--- src/irq_flags_pkg.sv ---
// Package with register map, field positions and reset values of the flag block.
package irq_flags_pkg;

    // ************************************************************
    // Register byte addresses
    // ************************************************************
    localparam logic [7:0] ext_ctrl_addr   = 8'h00;
    localparam logic [7:0] periph_addr     = 8'h04;
    localparam logic [7:0] level_addr      = 8'h08;
    localparam logic [7:0] irq_status_addr = 8'h0c;
    localparam logic [7:0] irq_mask_addr   = 8'h10;

    // ************************************************************
    // External line control fields
    // ************************************************************
    localparam int line_two_priority_bit = 7;
    localparam int line_one_priority_bit = 6;
    localparam int line_three_enable_bit = 5;
    localparam int line_two_enable_bit   = 4;
    localparam int line_one_enable_bit   = 3;
    localparam int line_three_flag_bit   = 2;
    localparam int line_two_flag_bit     = 1;
    localparam int line_one_flag_bit     = 0;
    localparam logic [7:0] ext_ctrl_reset = 8'hc0;

    // ************************************************************
    // Peripheral flag fields
    // ************************************************************
    localparam int converter_done_bit = 6;
    localparam int serial_rx_full_bit = 5;
    localparam int serial_tx_empty_bit = 4;
    localparam int sync_serial_bit    = 3;
    localparam int timer_two_bit      = 1;
    localparam int timer_one_bit      = 0;
    localparam logic [7:0] periph_sw_mask  = 8'h4b;
    localparam logic [7:0] periph_reset    = 8'h00;

    // Interrupt status layout: bit 0 high request, bit 1 low request.
    localparam logic [1:0] irq_reset = 2'h0;

    // AXI response codes.
    localparam logic [1:0] resp_okay   = 2'h0;
    localparam logic [1:0] resp_slverr = 2'h2;

endpackage

--- src/ext_and_periph_irq_flags.sv ---
// Flag, enable and priority logic for three external lines and the first peripheral flags.
//
// The register addresses and the AXI4-Lite register port were decided locally.
`timescale 1ns/1ps
module ext_and_periph_irq_flags
    import irq_flags_pkg::*;
(
    input  wire logic        aclk,
    input  wire logic        aresetn,
    // AXI4-Lite slave.
    input  wire logic [7:0]  s_axi_awaddr,
    input  wire logic        s_axi_awvalid,
    output logic             s_axi_awready,
    input  wire logic [31:0] s_axi_wdata,
    input  wire logic [3:0]  s_axi_wstrb,
    input  wire logic        s_axi_wvalid,
    output logic             s_axi_wready,
    output logic [1:0]       s_axi_bresp,
    output logic             s_axi_bvalid,
    input  wire logic        s_axi_bready,
    input  wire logic [7:0]  s_axi_araddr,
    input  wire logic        s_axi_arvalid,
    output logic             s_axi_arready,
    output logic [31:0]      s_axi_rdata,
    output logic [1:0]       s_axi_rresp,
    output logic             s_axi_rvalid,
    input  wire logic        s_axi_rready,
    // Event pulses from pins and peripherals.
    input  wire logic        line_one_event,
    input  wire logic        line_two_event,
    input  wire logic        line_three_event,
    input  wire logic        converter_done_event,
    input  wire logic        sync_serial_done_event,
    input  wire logic        timer_two_match_event,
    input  wire logic        timer_one_overflow_event,
    // Buffer levels from the serial port.
    input  wire logic        serial_rx_full,
    input  wire logic        serial_tx_empty,
    // Priority request levels and the summary interrupt.
    output logic             high_irq_req,
    output logic             low_irq_req,
    output logic             irq
);

    // ************************************************************
    // Bus slave state
    // ************************************************************
    logic [7:0] aw_addr_r;
    logic       aw_held_r;
    logic [31:0] w_data_r;
    logic [3:0] w_strb_r;
    logic       w_held_r;
    logic [7:0] ext_ctrl_r;
    logic [7:0] periph_r;
    logic [1:0] irq_status_r;
    logic [1:0] irq_mask_r;
    logic       wr_fire;
    logic       rd_fire;
    logic [7:0] wr_byte;
    logic       wr_ext;
    logic       wr_periph;
    logic       wr_mask;
    logic       rd_status;
    logic [7:0] periph_view;
    logic       high_nxt;
    logic       low_nxt;

    // A write commits once both halves are held and the old response is gone.
    assign wr_fire = aw_held_r && w_held_r && !s_axi_bvalid;
    assign wr_byte = w_data_r[7:0];
    assign wr_ext = wr_fire && (aw_addr_r == ext_ctrl_addr) && w_strb_r[0];
    assign wr_periph = wr_fire && (aw_addr_r == periph_addr) && w_strb_r[0];
    assign wr_mask = wr_fire && (aw_addr_r == irq_mask_addr) && w_strb_r[0];
    assign rd_fire = s_axi_arvalid && s_axi_arready;
    assign rd_status = rd_fire && (s_axi_araddr == irq_status_addr);

    // Write address channel, taken once and held until commit.
    always_ff @(posedge aclk) begin
        if (!aresetn) begin
            aw_held_r     <= 1'b0;
            aw_addr_r     <= 8'h00;
            s_axi_awready <= 1'b0;
        end else begin
            s_axi_awready <= !aw_held_r && !s_axi_awready && s_axi_awvalid;
            if (s_axi_awvalid && s_axi_awready) begin
                aw_held_r <= 1'b1;
                aw_addr_r <= s_axi_awaddr;
            end else if (wr_fire) begin
                aw_held_r <= 1'b0;
            end
        end
    end

    // Write data channel, independent of the address so either may come first.
    always_ff @(posedge aclk) begin
        if (!aresetn) begin
            w_held_r     <= 1'b0;
            w_data_r     <= 32'h0000_0000;
            w_strb_r     <= 4'h0;
            s_axi_wready <= 1'b0;
        end else begin
            s_axi_wready <= !w_held_r && !s_axi_wready && s_axi_wvalid;
            if (s_axi_wvalid && s_axi_wready) begin
                w_held_r <= 1'b1;
                w_data_r <= s_axi_wdata;
                w_strb_r <= s_axi_wstrb;
            end else if (wr_fire) begin
                w_held_r <= 1'b0;
            end
        end
    end

    // Write response; unmapped addresses answer with a slave error.
    always_ff @(posedge aclk) begin
        if (!aresetn) begin
            s_axi_bvalid <= 1'b0;
            s_axi_bresp  <= resp_okay;
        end else if (wr_fire) begin
            s_axi_bvalid <= 1'b1;
            case (aw_addr_r)
                ext_ctrl_addr, periph_addr, level_addr,
                irq_status_addr, irq_mask_addr: s_axi_bresp <= resp_okay;
                default: s_axi_bresp <= resp_slverr;
            endcase
        end else if (s_axi_bready) begin
            s_axi_bvalid <= 1'b0;
        end
    end

    // ************************************************************
    // External line control register
    // ************************************************************

    // Set wins over a software clear in the same cycle, so no event is lost.
    always_ff @(posedge aclk) begin
        if (!aresetn) begin
            ext_ctrl_r <= ext_ctrl_reset;
        end else begin
            if (wr_ext) begin
                ext_ctrl_r <= wr_byte;
            end
            // Events set flags regardless of the enables.
            if (line_three_event) begin
                ext_ctrl_r[line_three_flag_bit] <= 1'b1;
            end
            if (line_two_event) begin
                ext_ctrl_r[line_two_flag_bit] <= 1'b1;
            end
            if (line_one_event) begin
                ext_ctrl_r[line_one_flag_bit] <= 1'b1;
            end
        end
    end

    // ************************************************************
    // Peripheral request flags one
    // ************************************************************

    // Only the software-clearable bits are stored; the serial bits are live levels.
    always_ff @(posedge aclk) begin
        if (!aresetn) begin
            periph_r <= periph_reset;
        end else begin
            if (wr_periph) begin
                periph_r <= wr_byte & periph_sw_mask;
            end
            if (converter_done_event) begin
                periph_r[converter_done_bit] <= 1'b1;
            end
            if (sync_serial_done_event) begin
                periph_r[sync_serial_bit] <= 1'b1;
            end
            if (timer_two_match_event) begin
                periph_r[timer_two_bit] <= 1'b1;
            end
            if (timer_one_overflow_event) begin
                periph_r[timer_one_bit] <= 1'b1;
            end
        end
    end

    // Serial flags follow the buffer state, which the port itself clears on access.
    always_comb begin
        periph_view = periph_r;
        periph_view[serial_rx_full_bit]  = serial_rx_full;
        periph_view[serial_tx_empty_bit] = serial_tx_empty;
    end

    // ************************************************************
    // Priority request levels
    // ************************************************************

    // Line three carries no priority bit here, so it requests at high level.
    always_comb begin
        high_nxt = 1'b0;
        low_nxt  = 1'b0;
        if (ext_ctrl_r[line_one_flag_bit] && ext_ctrl_r[line_one_enable_bit]) begin
            if (ext_ctrl_r[line_one_priority_bit]) begin
                high_nxt = 1'b1;
            end else begin
                low_nxt = 1'b1;
            end
        end
        if (ext_ctrl_r[line_two_flag_bit] && ext_ctrl_r[line_two_enable_bit]) begin
            if (ext_ctrl_r[line_two_priority_bit]) begin
                high_nxt = 1'b1;
            end else begin
                low_nxt = 1'b1;
            end
        end
        if (ext_ctrl_r[line_three_flag_bit] && ext_ctrl_r[line_three_enable_bit]) begin
            high_nxt = 1'b1;
        end
    end

    // Request outputs are registered, one cycle behind the flags.
    always_ff @(posedge aclk) begin
        if (!aresetn) begin
            high_irq_req <= 1'b0;
            low_irq_req  <= 1'b0;
        end else begin
            high_irq_req <= high_nxt;
            low_irq_req  <= low_nxt;
        end
    end

    // ************************************************************
    // Interrupt status, mask and output
    // ************************************************************

    // Status is sticky on request edges-as-levels; a read clears, a new set wins.
    always_ff @(posedge aclk) begin
        if (!aresetn) begin
            irq_status_r <= irq_reset;
        end else begin
            irq_status_r <= (rd_status ? 2'h0 : irq_status_r) | {low_nxt, high_nxt};
        end
    end

    // Mask register: a one lets the status bit through.
    always_ff @(posedge aclk) begin
        if (!aresetn) begin
            irq_mask_r <= irq_reset;
        end else if (wr_mask) begin
            irq_mask_r <= wr_byte[1:0];
        end
    end

    // Registered summary output.
    always_ff @(posedge aclk) begin
        if (!aresetn) begin
            irq <= 1'b0;
        end else begin
            irq <= |(irq_status_r & irq_mask_r);
        end
    end

    // ************************************************************
    // Read channel
    // ************************************************************

    // One read at a time; the answer comes one cycle after the address is taken.
    always_ff @(posedge aclk) begin
        if (!aresetn) begin
            s_axi_arready <= 1'b0;
            s_axi_rvalid  <= 1'b0;
            s_axi_rdata   <= 32'h0000_0000;
            s_axi_rresp   <= resp_okay;
        end else begin
            s_axi_arready <= !s_axi_arready && !s_axi_rvalid && s_axi_arvalid;
            if (rd_fire) begin
                s_axi_rvalid <= 1'b1;
                s_axi_rresp  <= resp_okay;
                case (s_axi_araddr)
                    ext_ctrl_addr:   s_axi_rdata <= {24'h000000, ext_ctrl_r};
                    periph_addr:     s_axi_rdata <= {24'h000000, periph_view};
                    level_addr:      s_axi_rdata <= {30'h0, low_irq_req, high_irq_req};
                    irq_status_addr: s_axi_rdata <= {30'h0, irq_status_r};
                    irq_mask_addr:   s_axi_rdata <= {30'h0, irq_mask_r};
                    default: begin
                        s_axi_rdata <= 32'h0000_0000;
                        s_axi_rresp <= resp_slverr;
                    end
                endcase
            end else if (s_axi_rready) begin
                s_axi_rvalid <= 1'b0;
            end
        end
    end
endmodule

--- config.mk ---
export PLATFORM = sky130hd
export DESIGN_NAME = ext_and_periph_irq_flags
export DESIGN_NICKNAME = d
export VERILOG_FILES = /design/src/irq_flags_pkg.sv /design/src/ext_and_periph_irq_flags.sv
export SDC_FILE = /design/constraint.sdc
export NUM_CORES = 1
export LEC_CHECK = 0
export ABC_AREA = 1
export BUFFER_PORTS_ARGS = -buffer_cell sky130_fd_sc_hd__buf_2
export CORE_MARGIN = 4
export CORE_UTILIZATION = 47
export CTS_CLUSTER_DIAMETER = 50
export DETAILED_ROUTE_END_ITERATION = 8
export GPL_TIMING_DRIVEN = 1
export PLACE_DENSITY = 0.92
export REMOVE_ABC_BUFFERS = 1
export SYNTH_ARGS = -nofsm -noshare
export SYNTH_HDL_FRONTEND = slang
export SYNTH_SLANG_ARGS = --single-unit
--- constraint.sdc ---
create_clock -name aclk -period 1.3 [get_ports aclk]
set_input_delay 0.13 -clock aclk [delete_from_list [all_inputs] [get_ports aclk]]
set_output_delay 0.13 -clock aclk [all_outputs]
set_load 0.01 [all_outputs]
==> impl_metrics.ini, run 1 <==
[clock_tree]
cts_buffer_depth = 2
cts_tree = yes
clk_pin_slew_ns = 0.10
cts_htree_levels = 2
cts-root-buf = clkbuf_8
cts_sinks = 53
numCtsBuffers = 5
clk_latency_ns = 0.32
hold_buffers = 0

[placed_design]
gp_congestion = 0.8138
dp_hpwl_um = 4072
portBuffers = 58
place_inst = 462

[status]
status = complete, no violations

[pwr]
vdd_drop_max_v = 0.0007734
power_density_mw_per_mm2 = 1089
p_leak_nw = 1.569

[critical_path]
rr_endpoint = periph_r[1]
rr_startpoint = aw_addr_r[6]
endpoint_kind = flip-flop
cp_max_fo = 5
ff2ff_path_depth = 8
cp-startpoint = aw_addr_r[6]
critical_path_class = flip-flop to flip-flop
endpoint = periph_r[1]
cp.arrival_ns = 1.51
start_kind = flip-flop
crit_required_ns = 1.55
rrSetupSlack_ns = 0.04

[synth]
synth-seq-cells = 53
synth_cell_types = 32
syn_avg_cell_area_um2 = 7.467
yosysSeqAreaShare_pct = 41.92
syn-cell-area_mm2 = 0.002531
yosys_warnings = 0
synthCells = 339

[sta]
layout_min_cycle_time_ns = 1.259
drv_slew = 0
layout_worst_path_cycle_share_pct = 96.86
final.setup_skew_ns = 0.01003
rsz0062_at_grt = true
tns_ns = 0
final-hold-violation-count = 0
fmax_mhz = 794.1
setup_viol = 0

[global_routing]
grt_pass1_wl_um = 8590
grt.total_usage_pct = 16.65
grt_max_degree = 20
overflow = 0
grt_pass1_vias = 2026
antenna_found_initial = 0

[detailed_routing]
wl_um = 5587
route.detailed.drc = 0
dr.pass1.iters = 4
vias_per_cell = 4.851
post_drt_wl_per_cell_um = 11.71
ant_nets = 0
drtIter0Drc = 129
dr_total_vias = 2314

[final_layout]
layout-drive-gt1-share_pct = 25.80
fin_nets = 474
synthToLayoutAreaGrowth_pct = 18.34
fin_cells = 477
diodes = 0
fin_util_pct = 57.91

[floorplanning]
die_y_um = 81.39
die_width_um = 81.39
start_util_pct = 48.94
coreArea_mm2 = 0.005172
die_area_mm2 = 0.006624
rows = 26
ioPinCount = 112

[worst_hold_path]
hp-class = input port to flip-flop

[run]
maxCapViolCount = 0
-- state kept, by name, indices dropped and copies added, names as in the netlist, 2 cells and up --
| signal | flops |
|---|---|
| s_axi_rdata | 8 |
| irq_mask_r | 2 |
| w_data_r | 8 |
| ext_ctrl_r | 8 |
| periph_r | 4 |
| aw_addr_r | 8 |
| irq_status_r | 2 |
-- Yosys cell counts --
library cell / count / area share [%]
conb_1: 1 / 0.15
nor2_1: 39 / 5.8
nor2_2: 2 / 0.49
nor3_1: 3 / 0.59
nor3_2: 1 / 0.40
inv_1: 33 / 4.9
inv_2: 4 / 0.59
nand2_1: 66 / 9.8
nand3_2: 2 / 0.79
nand2_2: 1 / 0.25
nand3_4: 2 / 1.4
buf_4: 27 / 8.0
nor4_1: 1 / 0.25
nand2_4: 2 / 0.89
o21ai_1: 3 / 0.59
o22ai_1: 3 / 0.74
buf_12: 1 / 0.79
buf_1: 1 / 0.15
nor2_4: 3 / 1.3
nand3b_1: 1 / 0.30
nand3_1: 25 / 4.9
o21ai_0: 23 / 4.5
buf_2: 2 / 0.40
nand3b_4: 1 / 0.79
a21oi_1: 27 / 5.3
a31oi_1: 1 / 0.25
nor2_8: 2 / 1.6
a21boi_1: 2 / 0.59
dfxtp_1: 53 / 42
o211ai_1: 2 / 0.59
a21boi_0: 1 / 0.30
clkbuf_1: 4 / 0.59
-- metrics by stage --
step	hold WS (ns)	cell area (um2)	power (mW)	setup slack, ns
floorplan	0.2276	2374	1.993	0.1451
global placement	0.3664	2789	2.127	0.08173
detailed placement	0.3702	2789	2.141	0.07283
CTS	0.02731	2904	3.271	0.01107
global route	0.03048	2995	3.400	-0.04098
finish	0.03413	2995	3.261	0.04077
-- cell usage in the layout (no fill, tap or decap), types with 2 or more instances in the layout --
cell type  instances
dfxtp_1           51
nand3_4            2
nand3_2            4
o211ai_1           2
nand2_4            2
clkbuf_8           5
a21boi_1           2
dfxtp_2            2
a21oi_1           27
nor2_8             2
inv_1             32
nor3_1             3
buf_2             58
nor2_1            39
nand2_1           64
nand3_1           23
conb_1            26
o21ai_1            3
o21ai_0           23
nor2_4             4
o22ai_1            3
buf_4             10
nand2_2            3
inv_2              5
-- per-layer routing --
| metal | vias up | routed length [um] | global-route usage [%] |
|---|---|---|---|
| met5 | - | 0 | 0 |
| li1 | 1173 | - | - |
| met2 | 95 | 2766 | 30.29 |
| met3 | 13 | 445 | 3.880 |
| met4 | 0 | 104 | 7.095 |
| met1 | 1033 | 2270 | 18.29 |
-- critical path, cell delays in order, from the launching register on --
cell     delay [ns]
dfxtp_2        0.35
nor2_4         0.14
nand3_4        0.13
nor2_4         0.21
buf_4          0.15
nand3_2        0.05
nand2_1        0.07
nor2_1         0.04
nor2_1         0.09
-- repair_timing --
| action | in CTS | in global routing |
|---|---|---|
| pin swaps | 1 | 5 |
| gates cloned | 0 | 0 |
| gates resized for setup | 0 | 9 |
| setup buffers | 0 | 7 |
| endpoints found under the setup margin | 1 | 6 |
-- power breakdown --
group / switching [mW] / internal [mW]
Sequential: 0.0443 / 1.68
Clock: 0.561 / 0.577
Combinational: 0.245 / 0.150
-- cell families after synthesis --
kind of cell	Yosys count	share of synthesized area [%]
AND/OR/NAND/NOR	151	29.56
other	1	0.1482
flip-flops	53	41.92
AO/OA/AOI/OAI	62	12.95
buffers and inverters	72	15.42
-- worst min path at each step --
stage	start	end	slack [ns]	cells after the start
6_report	s_axi_wvalid	s_axi_wready	0.03	3
5_1_grt	s_axi_wvalid	s_axi_wready	0.03	3
4_1_cts	s_axi_wvalid	s_axi_wready	0.03	3
3_5_place_dp	s_axi_arvalid	s_axi_arready	0.37	3
3_3_place_gp	s_axi_wvalid	s_axi_wready	0.37	3
2_1_floorplan	aresetn	ext_ctrl_r[1]	0.23	2
-- layout make-up --
type	instances	area, um2
fill	461	2177
multi-input combinational	239	1194
sequential	53	1064
timing repair buffer	70	396.6
inverter	37	138.9
tap	70	87.58
clock buffer	5	68.82
clock inverter	3	46.29
Note: power is estimated with default switching activity, not from simulation.
==> inputs of run 2 (changes only) <==
--- a/config.mk
+++ b/config.mk
@@ -9,11 +9,11 @@
 export BUFFER_PORTS_ARGS = -buffer_cell sky130_fd_sc_hd__buf_2
 export CORE_MARGIN = 4
 export CORE_UTILIZATION = 47
-export CTS_CLUSTER_DIAMETER = 50
+export CTS_CLUSTER_DIAMETER = 120
 export DETAILED_ROUTE_END_ITERATION = 8
 export GPL_TIMING_DRIVEN = 1
 export PLACE_DENSITY = 0.92
-export REMOVE_ABC_BUFFERS = 1
+export SKIP_LAST_GASP = 1
 export SYNTH_ARGS = -nofsm -noshare
 export SYNTH_HDL_FRONTEND = slang
 export SYNTH_SLANG_ARGS = --single-unit
==> run 2 against run 1 <==
Combinational power increased by 6.8%; count of clock-buffer cells in the layout unchanged; non-clock buffer count decreased by 1; wire length decreased by 4.9%; register-to-register slack about the same; critical path depth decreased by 1; cell area about the same.
==> impl_metrics.ini, run 2 (synthesis results as in run 1) <==
[status]
status = complete, no violations

[placed_design]
placed_cell_area_mm2 = 0.002786
portBuffers = 58
gp_congestion = 0.8409
place_inst = 460
dp_hpwl_um = 3994

[final_layout]
post-route-cell-area_mm2 = 0.002993
layout-drive-gt1-share_pct = 26.29
fillers = 476
final_cell_mix = nand2_1, buf_2, dfxtp_1, nor2_1, inv_1
synthToLayoutAreaGrowth_pct = 18.24
fin_nets = 474
layout_commonest_cell = nand2_1
fin_cells = 477
diodes = 0

[pwr]
power.total_mw = 3.097
vdd_drop_max_v = 0.0004984
power_density_mw_per_mm2 = 1035
p_leak_nw = 1.559

[clock_tree]
cts_tree = yes
cts-root-buf = clkbuf_8
cts_sinks = 53
clk_latency_ns = 0.31
cts_htree_levels = 2
clk_pin_slew_ns = 0.10
numCtsBuffers = 5
hold_buffers = 0
cts_buffer_depth = 2

[global_routing]
grt_max_degree = 41
grt_pass1_wl_um = 8362
overflow = 0
grt.total_usage_pct = 16.08
grt_pass1_vias = 1958
antenna_found_initial = 0

[detailed_routing]
vias_per_cell = 4.702
post_drt_wl_per_cell_um = 11.14
route.detailed.drc = 0
dr.pass1.iters = 4
dr_total_vias = 2243
ant_nets = 0
drtIter0Drc = 124
wl_um = 5314

[sta]
rsz0062_at_grt = true
hold_slack_ns = 0.04371
final.setup_skew_ns = 0.01151
tns_ns = 0
setup_viol = 0
layout_min_cycle_time_ns = 1.252
layout_worst_path_cycle_share_pct = 96.32
final-hold-violation-count = 0
drv_slew = 0
fmax_mhz = 798.6

[floorplanning]
die_y_um = 81.39
rows = 26
ioPinCount = 112
start_util_pct = 48.94
die_width_um = 81.39
coreArea_mm2 = 0.005172
die_area_mm2 = 0.006624

[critical_path]
cpPeakStageDelay_ns = 0.35
cp.arrival_ns = 1.47
crit_path_cell_trace = nor2_4, nand3_4, nor2_8, buf_4, nand2_4, o21ai_1, nor2_1
cp_top_family = simple AND/OR/NAND/NOR gates
start_kind = flip-flop
cp_num_buf_inv = 1
endpoint_kind = flip-flop
critical_path_class = flip-flop to flip-flop
cp_max_fo = 5
crit_slowest_cell = dfxtp_2
crit_required_ns = 1.51

[worst_hold_path]
hp-class = input port to flip-flop

[run]
maxCapViolCount = 0
==> run 2: cell types whose count changed in the layout (fill, tap and decap cells not counted), sizes merged <==
| cell | before | now |
|---|---|---|
| buf | 70 | 69 |
| bufinv | 1 | 0 |
| inv | 37 | 38 |
| nand2 | 69 | 70 |
==> run 2: tightest hold or removal path, stage by stage <==
cell	delay, ns
buf_2	0.10
nand2_1	0.05
nor3_1	0.03
==> run 2: power breakdown <==
| group | internal [mW] | switching, mW | total [mW] |
|---|---|---|---|
| clock | 0.390 | 0.555 | 0.944 |
| sequential | 1.68 | 0.0453 | 1.73 |
| combinational | 0.169 | 0.253 | 0.422 |
| total | 2.24 | 0.854 | 3.10 |
==> run 2: stage by stage <==
stage                     setup WS [ns]  utilization, %
after floorplan                  0.1707               -
after global placement          0.09591           53.87
after detailed placement        0.03170           53.87
after CTS                      0.009183           55.68
after global routing           -0.03575           57.86
final                           0.04785           57.86
==> run 2: area by class of cell <==
class	instances	area [um2]	share of cell area [%]
inverters	37	138.9	4.640
flip-flops and latches	53	1067	35.66
well taps	70	87.58	2.926
multi-input cells	240	1216	40.64
clock buffers	5	68.82	2.299
repair buffers	69	389.1	13.00
clock inverters	3	25.02	0.8361
==> run 2: final timing paths <==
check / start / endpoint / slack [ns] / cells after the start
worst max-delay path: aw_addr_r[6] / ext_ctrl_r[3] / 0.05 / 7
worst min-delay path: s_axi_wvalid / s_axi_wready / 0.04 / 3
worst max register to register: aw_addr_r[6] / ext_ctrl_r[3] / 0.05 / 7
worst min register to register: s_axi_arready / s_axi_arready / 0.44 / 1
==> run 2: per-layer routing <==
metal	vias to the layer above	routed length, um	GRT usage (%)
met3	6	342	3.437
met2	64	2645	27.20
met1	1000	2258	20.08
met5	-	0	0
met4	0	68	5.574
li1	1173	-	-
==> run 2: what timing repair did <==
| action | 4_1_cts | 5_1_grt |
|---|---|---|
| endpoints found under the setup margin | 0 | 8 |
| resized for setup | 0 | 12 |
| buffers inserted | 0 | 8 |
